$ cat src/design/led_gpio_pin_strap_pkg.sv
// shared constants and carrier types for the led/gpio strap pin mux
package led_gpio_pin_strap_pkg;

    // management address width and strap-dependent defaults
    localparam int unsigned ADDR_W        = 5;
    localparam logic [4:0]  VPHY_ADDR_S0  = 5'h00;
    localparam logic [4:0]  PORT1_ADDR_S0 = 5'h01;
    localparam logic [4:0]  PORT2_ADDR_S0 = 5'h02;
    localparam logic [4:0]  ADDR_STEP_S1  = 5'h01;

    // reset value of the captured strap (pin has a pull-up)
    localparam logic        STRAP_RST     = 1'b1;

    // indicator driver function field encodings
    localparam logic [1:0]  FUN_PUSH_PULL = 2'h0;

    // gpio buffer modes
    typedef enum logic [2:0] {
        GIO_INPUT      = 3'b001,
        GIO_PUSH_PULL  = 3'b010,
        GIO_OPEN_DRAIN = 3'b100
    } gio_mode_t;

    // capture sequencing
    typedef enum logic [1:0] {
        ST_WAIT = 2'b01,
        ST_HELD = 2'b10
    } cap_state_t;

    // management address triple
    typedef struct packed {
        logic [4:0] vphy;
        logic [4:0] port1;
        logic [4:0] port2;
    } mgmt_addr_t;

    // pin drive pair
    typedef struct packed {
        logic out;
        logic oe;
    } pin_drive_t;

    // all module state
    typedef struct packed {
        cap_state_t st;
        logic       strap;
        logic       ovr_valid;
        logic       ovr_strap;
        pin_drive_t pin;
        logic       gio_in;
    } state_t;

endpackage

$ cat src/design/led_gpio_pin_strap_select.sv
// pin mux for indicator five / general io five with address and polarity strap
`timescale 1ns/1ns
module led_gpio_pin_strap_select (
    // clock and reset
    input  wire logic        i_clk,
    input  wire logic        i_external_reset_n,
    // strap pin level and loader override
    input  wire logic        i_addr_and_polarity_strap,
    input  wire logic        i_loader_ovr_valid,
    input  wire logic        i_loader_ovr_strap,
    // indicator config
    input  wire logic        i_indicator_enable,
    input  wire logic [1:0]  i_indicator_driver_function,
    input  wire logic        i_indicator_active,
    // general io config
    input  wire logic        i_gio_dir_out,
    input  wire logic        i_gio_open_drain,
    input  wire logic        i_gio_data_out,
    // shared pin
    input  wire logic        i_pin,
    output logic             o_pin,
    output logic             o_pin_oe,
    // status
    output logic             o_strap_latched,
    output logic             o_strap_captured,
    output logic             o_gio_data_in,
    output logic [4:0]       o_vphy_addr,
    output logic [4:0]       o_port1_addr,
    output logic [4:0]       o_port2_addr
);

    ////////////////////////////////////////////////////////////////////////////
    // decode helpers

    // strap to address triple; sums are cut to the field width on purpose
    function automatic led_gpio_pin_strap_pkg::mgmt_addr_t addr_of(input logic s);
        led_gpio_pin_strap_pkg::mgmt_addr_t a;
        a.vphy  = led_gpio_pin_strap_pkg::VPHY_ADDR_S0;
        a.port1 = led_gpio_pin_strap_pkg::PORT1_ADDR_S0;
        a.port2 = led_gpio_pin_strap_pkg::PORT2_ADDR_S0;
        if (s) begin
            a.vphy  = 5'(a.vphy + led_gpio_pin_strap_pkg::ADDR_STEP_S1);
            a.port1 = 5'(a.port1 + led_gpio_pin_strap_pkg::ADDR_STEP_S1);
            a.port2 = 5'(a.port2 + led_gpio_pin_strap_pkg::ADDR_STEP_S1);
        end
        return a;
    endfunction

    led_gpio_pin_strap_pkg::state_t     s_r;
    led_gpio_pin_strap_pkg::state_t     s_nxt;
    led_gpio_pin_strap_pkg::gio_mode_t  gmode;
    led_gpio_pin_strap_pkg::mgmt_addr_t addr;
    logic                               eff_strap;

    ////////////////////////////////////////////////////////////////////////////
    // effective strap and general io mode

    // override wins once loaded; raw capture stays visible on its own port
    assign eff_strap = s_r.ovr_valid ? s_r.ovr_strap : s_r.strap;
    assign addr      = addr_of(eff_strap);

    always_comb begin
        if (!i_gio_dir_out) begin
            gmode = led_gpio_pin_strap_pkg::GIO_INPUT;
        end else if (i_gio_open_drain) begin
            gmode = led_gpio_pin_strap_pkg::GIO_OPEN_DRAIN;
        end else begin
            gmode = led_gpio_pin_strap_pkg::GIO_PUSH_PULL;
        end
    end

    ////////////////////////////////////////////////////////////////////////////
    // next state

    always_comb begin
        s_nxt        = s_r;
        s_nxt.gio_in = i_pin;
        // strap is sampled once, in the first cycle after reset release
        case (s_r.st)
            led_gpio_pin_strap_pkg::ST_WAIT: begin
                s_nxt.strap = i_addr_and_polarity_strap;
                s_nxt.st    = led_gpio_pin_strap_pkg::ST_HELD;
            end
            led_gpio_pin_strap_pkg::ST_HELD: begin
                if (i_loader_ovr_valid) begin
                    s_nxt.ovr_valid = 1'b1;
                    s_nxt.ovr_strap = i_loader_ovr_strap;
                end
            end
            default: s_nxt.st = led_gpio_pin_strap_pkg::ST_WAIT;
        endcase
        // pin drive; held released until the strap is known
        s_nxt.pin = '0;
        if (s_r.st == led_gpio_pin_strap_pkg::ST_HELD) begin
            if (i_indicator_enable) begin
                if (i_indicator_driver_function ==
                    led_gpio_pin_strap_pkg::FUN_PUSH_PULL) begin
                    s_nxt.pin.out = i_indicator_active;
                    s_nxt.pin.oe  = 1'b1;
                end else begin
                    // strap 0 active high, strap 1 active low
                    s_nxt.pin.out = eff_strap ? 1'b0 : 1'b1;
                    s_nxt.pin.oe  = i_indicator_active;
                end
            end else begin
                case (gmode)
                    led_gpio_pin_strap_pkg::GIO_PUSH_PULL: begin
                        s_nxt.pin.out = i_gio_data_out;
                        s_nxt.pin.oe  = 1'b1;
                    end
                    led_gpio_pin_strap_pkg::GIO_OPEN_DRAIN: begin
                        s_nxt.pin.out = 1'b0;
                        s_nxt.pin.oe  = ~i_gio_data_out;
                    end
                    default: s_nxt.pin = '0;
                endcase
            end
        end
    end

    ////////////////////////////////////////////////////////////////////////////
    // state register

    always_ff @(posedge i_clk) begin
        if (!i_external_reset_n) begin
            s_r           <= '0;
            s_r.st        <= led_gpio_pin_strap_pkg::ST_WAIT;
            s_r.strap     <= led_gpio_pin_strap_pkg::STRAP_RST;
        end else begin
            s_r <= s_nxt;
        end
    end

    // outputs straight from flops where data
    assign o_pin            = s_r.pin.out;
    assign o_pin_oe         = s_r.pin.oe;
    assign o_strap_latched  = s_r.st == led_gpio_pin_strap_pkg::ST_HELD;
    assign o_strap_captured = s_r.strap;
    assign o_gio_data_in    = s_r.gio_in;
    assign o_vphy_addr      = addr.vphy;
    assign o_port1_addr     = addr.port1;
    assign o_port2_addr     = addr.port2;
endmodule

$ cat config.mk
export PLATFORM = sky130hd
export DESIGN_NAME = led_gpio_pin_strap_select
export DESIGN_NICKNAME = d
export VERILOG_FILES = /design/src/design/led_gpio_pin_strap_pkg.sv /design/src/design/led_gpio_pin_strap_select.sv
export SDC_FILE = /design/constraint.sdc
export NUM_CORES = 1
export LEC_CHECK = 0
export ABC_AREA = 1
export BUFFER_PORTS_ARGS = -buffer_cell sky130_fd_sc_hd__buf_2
export CELL_PAD_IN_SITES_DETAIL_PLACEMENT = 1
export CELL_PAD_IN_SITES_GLOBAL_PLACEMENT = 1
export CORE_MARGIN = 10
export CORE_UTILIZATION = 25
export CTS_BUF_LIST = sky130_fd_sc_hd__clkbuf_16
export DETAILED_ROUTE_END_ITERATION = 7
export PLACE_DENSITY = 0.87
export SLEW_MARGIN = 30
export SYNTH_ARGS = -nofsm -noshare
export SYNTH_HDL_FRONTEND = slang
export SYNTH_SLANG_ARGS = --single-unit
$ cat constraint.sdc
create_clock -name i_clk -period 1.1 [get_ports i_clk]
set_clock_uncertainty 0.1 [all_clocks]
set_input_delay 0.22 -clock i_clk [delete_from_list [all_inputs] [get_ports i_clk]]
set_output_delay 0.22 -clock i_clk [all_outputs]
set_load 0.01 [all_outputs]
==> results.yml, run 1 <==
layout:
  final_common_cell: "buf_2"
  drive_gt1_frac: 0.581
  syn2layout_area_growth_pct: 45.7
  layout_common_cells: "buf_2, conb_1, nand2_1"
  final_net_count: 101
  antenna_cells: 0
cts:
  htreeDepth: 1
  cts_root_buf: "clkbuf_16"
  cts_hold_buffers: 0
  cts.clk_slew.worst_paths_ns: 0.04
  clock-sinks: 8
  cts_tree: "done"
  clockBufferDepth: 2
  clk_latency_ns: 0.23
  cts_made_buffers: 3
job:
  drv_cap: 0
sta:
  rsz0062_at_grt: "yes"
  setup_ws_ns: -0.100
  clock.fmax_mhz: 833
  slew_viol_final: 0
  setup_violations: 5
  min_period_ns: 1.20
  timing.final.crit_share: 1.09
  fin_setup_tns_ns: -0.375
  hold_viol_final: 0
setup_path:
  worstSetupEndpointType: "output port"
  worstPathArrival_ns: 0.88
  path_max_fanout: 5
  crit_slowest_cell: "dfxtp_2"
  crit_buf_inv: 3
  start_kind: "flop"
  cp_top_family: "flip-flops"
  cpMostUsedCell: "inv_2"
  required_ns: 0.78
  crit_chain: "inv_2 > nand2_2 > nand2_4 > inv_2 > buf_6"
  critPathKind: "flop to output port"
  crit_path_max_incr_delay_ns: 0.32
drt:
  via_count: 427
  initialDrtViolationCount: 2
  drc_errors: 0
  routed_wl_um: 1340
  routedWlPerCell_um: 12.0
  drt-pass1-iter-count: 2
  viasPerCell: 3.85
  ant_nets: 0
pwr:
  power.density_mw_per_mm2: 1980
  ir_drop_mv: 1.24
  p_leak_nw: 0.351
global_routing:
  grt_max_degree: 6
  grt_pass1_wl_um: 2130
  overflow: 0
  antenna_found_initial: 0
  grt.total_usage: 0.0658
  grt_pass1_vias: 505
die:
  io-pin-count: 33
  fp.dieW_um: 63.0
  core-area_mm2: 0.00175
  die_area_mm2: 0.00397
  rows: 15
  initial_core_util: 0.265
  fp.dieH_um: 63.0
logic_synthesis:
  syn_inst: 61
  netlist_area_um2: 463
  syn_avg_cell_area_um2: 7.59
  synth_top_area_cell: "dfxtp_1"
  synth.distinct_cells: 16
  yosysSeqAreaShare: 0.346
  yosys_warnings: 0
  netlist_top_cells_area: "dfxtp_1, buf_4, nand2_1"
  ys_ff_latch: 8
  synth_top_area_share: 0.346
status:
  violations: "negative setup slack"
  status: "finished, violations left"
placed_design:
  gp_congestion: 0.579
  dp_hpwl_um: 1110
  port_buffers: 21
  pre_cts_slack_ns: 0.0666
worst_hold_path:
  min_path_type: "input pin to flop"
==> worst min-delay path, cell delays in order <==
cell and delay [ns]:
buf_2 0.07, nand2_1 0.04, inv_1 0.04
==> sequential cells by signal (all words and copies together) (netlist names) <==
register	count
o_gio_data_in	1
o_pin	1
o_pin_oe	1
o_strap_captured	1
s_r	4
==> power by group <==
group	total [mW]	switching, mW	internal, mW
registers	0.365	0.0286	0.337
clock network	0.604	0.136	0.468
logic	0.364	0.195	0.169
total	1.33	0.359	0.974
==> through the flow <==
step                std cells  instance area, µm²  hold slack (ns)   util  power [mW]
finish                    111                 674           0.0763  0.386        1.33
global route              111                 674            0.111  0.386        1.42
CTS                       109                 649           0.0776  0.372        1.32
detailed placement        102                 528            0.313  0.303       0.641
global placement          102                 528            0.304  0.303       0.624
floorplan                  70                 497            0.204      -       0.596
==> layer usage <==
metal | share of wire | global-route usage
met4 | 0 | 0.0168
met5 | 0 | 0
met2 | 0.56 | 0.121
met1 | 0.34 | 0.0526
met3 | 0.10 | 0.0520
==> layout make-up <==
type | count | area [µm²]
clock buffers | 3 | 75.1
multi-input cells | 38 | 201
well taps | 25 | 31.3
inverters | 10 | 37.5
repair buffers | 27 | 163
fillers | 224 | 1070
flip-flops and latches | 8 | 166
==> what timing repair did <==
item,in CTS,in global routing
setup buffers,4,2
gates resized for setup,6,4
pin swaps,2,2
endpoints found under the setup margin,5,6
==> logic make-up (layout without fill, tap and decap cells) <==
family,after synthesis,count (layout),synth area share
compound gates,7,7,0.108
flops,8,8,0.346
other cells,2,11,0.0162
simple gates,20,20,0.222
buf+inv,24,40,0.308
==> cells in the mapped netlist <==
master / count
buf_4: 14
nand3b_1: 1
a21oi_1: 2
nand2_1: 10
o21ai_2: 1
nor2_4: 1
inv_1: 6
conb_1: 2
nor2_1: 2
nand2_2: 3
nand3_1: 2
o21ai_0: 1
inv_2: 4
nand3_2: 1
dfxtp_1: 8
a21oi_2: 3
==> worst paths after layout <==
| check | start | endpoint | slack [ns] | cells past startpoint |
|---|---|---|---|---|
| setup / recovery | s_r[4]$_SDFFE_PN0P_ | o_port1_addr[0] | -0.10 | 5 |
| hold / removal | i_pin | o_gio_data_in$_SDFF_PN0_ | 0.08 | 3 |
| setup reg to reg | s_r[4]$_SDFFE_PN0P_ | o_pin$_SDFF_PN0_ | 0.06 | 7 |
| hold reg to reg | s_r[3]$_SDFFE_PN0P_ | s_r[3]$_SDFFE_PN0P_ | 0.38 | 2 |
Power figures use the tool's default switching activity.
==> run 2: changes to the inputs <==
==> constraint.sdc (replaced) <==
create_clock -name i_clk -period 1.21 [get_ports i_clk]
set_clock_uncertainty 0.1 [all_clocks]
set_input_delay 0.242 -clock i_clk [delete_from_list [all_inputs] [get_ports i_clk]]
set_output_delay 0.242 -clock i_clk [all_outputs]
set_load 0.01 [all_outputs]
==> run 2 against run 1 <==
Against the previous run: clock power down 9.4%; non-clock buffer count is 2 lower; setup slack improved by 0.089 ns; final area decreased by 2.6%; largest power group unchanged; wire length is 4.2% lower; core utilization shrank 1.0 points; first-iteration DRC count unchanged; the run still ends with negative setup slack left.
==> results.yml, run 2 (synthesis gave the netlist of run 1 again) <==
status:
  status: "finished, violations left"
  violations: "negative setup slack"
pwr:
  ir_drop_mv: 1.12
  p_leak_nw: 0.342
  internal-power_mw: 0.862
  p_sw_mw: 0.319
  combPwrFrac: 0.258
  p_seq_frac: 0.278
  finalPower_mw: 1.18
  switching_share: 0.270
  power.density_mw_per_mm2: 1800
  clkPwrFrac: 0.464
global_routing:
  grt.total_usage: 0.0650
  grt_pass1_wl_um: 2100
  antenna_found_initial: 0
  overflow: 0
  grt_max_degree: 6
  grt_pass1_vias: 506
drt:
  drc_errors: 0
  via_count: 421
  routed_wl_um: 1280
  drt-pass1-iter-count: 2
  routedWlPerCell_um: 11.7
  initialDrtViolationCount: 2
  viasPerCell: 3.86
  ant_nets: 0
setup_path:
  required_ns: 0.87
  worstSetupEndpointType: "output port"
  critPathLaunch: "s_r[4]$_SDFFE_PN0P_"
  start_kind: "flop"
  worstPathArrival_ns: 0.88
  r2r_cells: 7
  critPathKind: "flop to output port"
  rrSetupSlack_ns: 0.17
  r2r-end: "o_pin$_SDFF_PN0_"
  rr_startpoint: "s_r[4]$_SDFFE_PN0P_"
  path_max_fanout: 5
layout:
  final_common_cell: "buf_2"
  design_area_um2: 657
  largest_reg_flops: 4
  layout_common_cells: "buf_2, conb_1, nand2_1"
  utilization: 0.376
  syn2layout_area_growth_pct: 41.9
  num-fill-cells: 228
  drive_gt1_frac: 0.548
  final_net_count: 99
  antenna_cells: 0
  regMostFlops: "s_r"
cts:
  cts_hold_buffers: 0
  clk_latency_ns: 0.23
  cts_made_buffers: 3
  cts.clk_slew.worst_paths_ns: 0.04
  cts_tree: "done"
  clockBufferDepth: 2
  cts_root_buf: "clkbuf_16"
  htreeDepth: 1
  clock-sinks: 8
die:
  initial_core_util: 0.265
  die_area_mm2: 0.00397
  rows: 15
  core-area_mm2: 0.00175
  fp.dieW_um: 63.0
  fp.dieH_um: 63.0
  io-pin-count: 33
worst_hold_path:
  worstHoldStart: "i_pin"
  holdPathStages: 3
  hold-path-endpoint: "o_gio_data_in$_SDFF_PN0_"
  min_path_type: "input pin to flop"
placed_design:
  port_buffers: 21
  dp_hpwl_um: 1110
  dpl_cell_area_um2: 528
  gp_congestion: 0.579
  pre_cts_slack_ns: 0.155
sta:
  min_period_ns: 1.22
  slew_viol_final: 0
  whs_ns: 0.0982
  clock.fmax_mhz: 818
  rsz0062_at_grt: "yes"
  setup_violations: 4
  hold_viol_final: 0
  setup_ws_ns: -0.0118
  timing.final.crit_share: 1.01
job:
  drv_cap: 0
-- run 2: cell count changes in the layout (fill, tap and decap cells not counted) --
cell / before / now
dfxtp_2: 5 / 3
dfxtp_1: 3 / 5
buf_4: 6 / 4
-- run 2: metrics by stage --
| stage | TNS, ns | std cells |
|---|---|---|
| 2_1_floorplan | 0 | 70 |
| 3_3_place_gp | 0 | 102 |
| 3_5_place_dp | 0 | 102 |
| 4_1_cts | -0.0747 | 108 |
| 5_1_grt | -0.184 | 109 |
| 6_report | -0.0176 | 109 |
-- run 2: final cells by class --
type / instances / area [µm²] / share of cell area
well taps: 25 / 31.3 / 0.0476
repair buffers: 25 / 148 / 0.225
multi-input cells: 38 / 201 / 0.307
clock buffers: 3 / 75.1 / 0.114
flip-flops and latches: 8 / 164 / 0.250
inverters: 10 / 37.5 / 0.0571
-- run 2: worst max path at each step --
stage                     slack [ns]          endpoint  depth (start not counted)
after CTS                      -0.02   o_port1_addr[0]                          5
after global routing           -0.06   o_port1_addr[0]                          5
after global placement          0.21   o_port1_addr[0]                          4
after floorplan                 0.22   o_port1_addr[1]                          3
final                          -0.01   o_port1_addr[0]                          5
after detailed placement        0.15  o_pin$_SDFF_PN0_                          6
-- run 2: worst max-delay path, stage by stage (launching register included) --
cell	delay, ns
dfxtp_2	0.32
inv_2	0.06
nand2_2	0.06
nand2_4	0.07
inv_2	0.04
buf_6	0.11
-- run 2: metal layers --
metal | track usage | up-vias | wire [µm]
li1 | - | 206 | -
met1 | 0.0516 | 194 | 434
met2 | 0.119 | 21 | 705
met3 | 0.0520 | 0 | 141
met4 | 0.0168 | 0 | 0
met5 | 0 | - | 0
-- run 2: timing repair --
| action | CTS | global route |
|---|---|---|
| setup endpoints to repair | 5 | 4 |
| pin swaps | 2 | 1 |
| setup buffers | 3 | 1 |
| resized for setup | 5 | 3 |
-- run 2: power by group through the flow --
| stage | sequential, mW | clock (mW) | combinational (mW) |
|---|---|---|---|
| floorplan | 0.331 | 0 | 0.211 |
| global placement | 0.327 | 0 | 0.240 |
| detailed placement | 0.329 | 0 | 0.253 |
| CTS | 0.327 | 0.557 | 0.301 |
| global route | 0.332 | 0.581 | 0.342 |
| finish | 0.329 | 0.547 | 0.305 |
==> run 3: changes to the inputs <==
--- a/config.mk
+++ b/config.mk
@@ -14,6 +14,7 @@
 export CTS_BUF_LIST = sky130_fd_sc_hd__clkbuf_16
 export DETAILED_ROUTE_END_ITERATION = 7
 export PLACE_DENSITY = 0.87
+export REMOVE_ABC_BUFFERS = 1
 export SLEW_MARGIN = 30
 export SYNTH_ARGS = -nofsm -noshare
 export SYNTH_HDL_FRONTEND = slang
==> run 3 against run 2 <==
Against the previous run: the flow still finishes with violations (negative setup slack); sequential share of layout area grew 0.44 points; first-iteration DRC count rose by 50%; critical path depth unchanged; die area unchanged; wire length increased by 0.86%; core utilization fell by 0.93 points; final area decreased by 2.5%; critical endpoint unchanged; fmax shrank 0.66%.
==> results.yml, run 3 (synthesis gave the netlist of run 1 again) <==
drt:
  viasPerCell: 3.81
  initialDrtViolationCount: 3
  routed_wl_um: 1290
  ant_nets: 0
  via_count: 408
  drt-pass1-iter-count: 3
  routedWlPerCell_um: 12.1
  drc_errors: 0
setup_path:
  worstSetupEndpointType: "output port"
  cpMostUsedCell: "inv_2"
  critPathKind: "flop to output port"
  crit_chain: "inv_2 > nand2_2 > nand2_4 > inv_2 > buf_6"
  r2r_cells: 5
  required_ns: 0.87
  crit_slowest_cell: "dfxtp_2"
  start_kind: "flop"
  crit_path_max_incr_delay_ns: 0.32
  path_max_fanout: 5
  worstPathArrival_ns: 0.89
status:
  status: "finished, violations left"
  violations: "negative setup slack"
global_routing:
  overflow: 0
  grt_pass1_wl_um: 2010
  antenna_found_initial: 0
  grt_pass1_vias: 455
  grt_max_degree: 6
  grt.total_usage: 0.0683
die:
  fp.dieW_um: 63.0
  io-pin-count: 33
  rows: 15
  die_area_mm2: 0.00397
  initial_core_util: 0.265
  core-area_mm2: 0.00175
  fp.dieH_um: 63.0
layout:
  antenna_cells: 0
  multi_input_area_um2: 201
  final_net_count: 97
  design_area_um2: 641
  drive_gt1_frac: 0.524
  final_common_cell: "buf_2"
  layout_common_cells: "buf_2, conb_1, nand2_1"
  regMostFlops: "s_r"
  num-fill-cells: 231
  utilization: 0.367
  largest_reg_flops: 4
  syn2layout_area_growth_pct: 38.4
  regArea_um2: 163
sta:
  fin_setup_tns_ns: -0.0457
  setup_ws_ns: -0.0199
  min_period_ns: 1.23
  rsz0062_at_grt: "yes"
  timing.final.crit_share: 1.02
  hold_viol_final: 0
  slew_viol_final: 0
  setup_violations: 4
  clock.fmax_mhz: 813
cts:
  htreeDepth: 1
  clockBufferDepth: 2
  cts.clk_slew.worst_paths_ns: 0.04
  cts_tree: "done"
  cts_root_buf: "clkbuf_16"
  clock-sinks: 8
  clk_latency_ns: 0.23
  cts_made_buffers: 3
placed_design:
  gp_congestion: 0.601
  dpl_cell_area_um2: 528
  dp_hpwl_um: 1070
  port_buffers: 21
pwr:
  p_seq_frac: 0.280
  combPwrFrac: 0.245
  p_leak_nw: 0.333
  clkPwrFrac: 0.475
  switching_share: 0.275
  power.density_mw_per_mm2: 1830
  p_sw_mw: 0.322
  ir_drop_mv: 0.905
  internal-power_mw: 0.851
worst_hold_path:
  min_path_type: "input pin to flop"
  holdPathStages: 3
job:
  drv_cap: 0
==> run 3: cell types whose count changed in the layout (fill, tap and decap cells not counted) <==
cell,delta
buf_4,-2
dfxtp_1,+1
dfxtp_2,-1
==> run 3: worst max-delay path, delay by kind of cell, from the launching register on <==
kind          cells  cell delay, ns
buf+inv           3            0.21
simple gates      2            0.14
flops             1            0.32
==> run 3: area by class of cell <==
| class | instances | area share |
|---|---|---|
| Inverter | 10 | 0.0586 |
| Multi-Input combinational cell | 38 | 0.314 |
| Sequential cell | 8 | 0.254 |
| Clock buffer | 3 | 0.117 |
| Timing Repair Buffer | 23 | 0.207 |
| Tap cell | 25 | 0.0488 |
==> run 3: layer usage <==
layer	global-route usage	vias up	share of wire
li1	-	201	-
met2	0.107	22	0.50
met1	0.0516	181	0.34
met3	0.0591	4	0.13
met4	0.0587	0	0.029
met5	0	-	0
==> run 3: power groups by stage <==
stage               clock [mW]  combinational, mW  sequential, mW
finish                   0.557              0.288           0.329
global route             0.588              0.320           0.333
CTS                      0.570              0.263           0.328
detailed placement           0              0.248           0.330
global placement             0              0.240           0.327
floorplan                    0              0.145           0.331
==> run 3: final timing paths <==
| kind | startpoint | to | slack (ns) |
|---|---|---|---|
| worst max register to register | s_r[6]$_SDFFE_PN1N_ | s_r[3]$_SDFFE_PN0P_ | 0.22 |
| worst min-delay path | i_pin | o_gio_data_in$_SDFF_PN0_ | 0.1 |
| worst max-delay path | s_r[4]$_SDFFE_PN0P_ | o_port1_addr[0] | -0.02 |
| worst min register to register | o_strap_captured$_SDFFE_PN1P_ | o_strap_captured$_SDFFE_PN1P_ | 0.38 |
==> run 3: what timing repair did <==
action	in CTS	in global routing
setup endpoints to repair	5	5
hold buffers	0	0
setup buffers	1	1
pin swaps	1	2
resized for setup	3	4
==> run 3: metrics by stage <==
| step | worst slack (ns) | hold WS (ns) | total power, mW | instances |
|---|---|---|---|---|
| floorplan | 0.155 | 0.226 | 0.477 | 56 |
| global placement | 0.214 | 0.327 | 0.567 | 102 |
| detailed placement | 0.200 | 0.333 | 0.578 | 102 |
| CTS | -0.0338 | 0.0986 | 1.16 | 106 |
| global route | -0.0580 | 0.109 | 1.24 | 107 |
| finish | -0.0199 | 0.0991 | 1.17 | 107 |
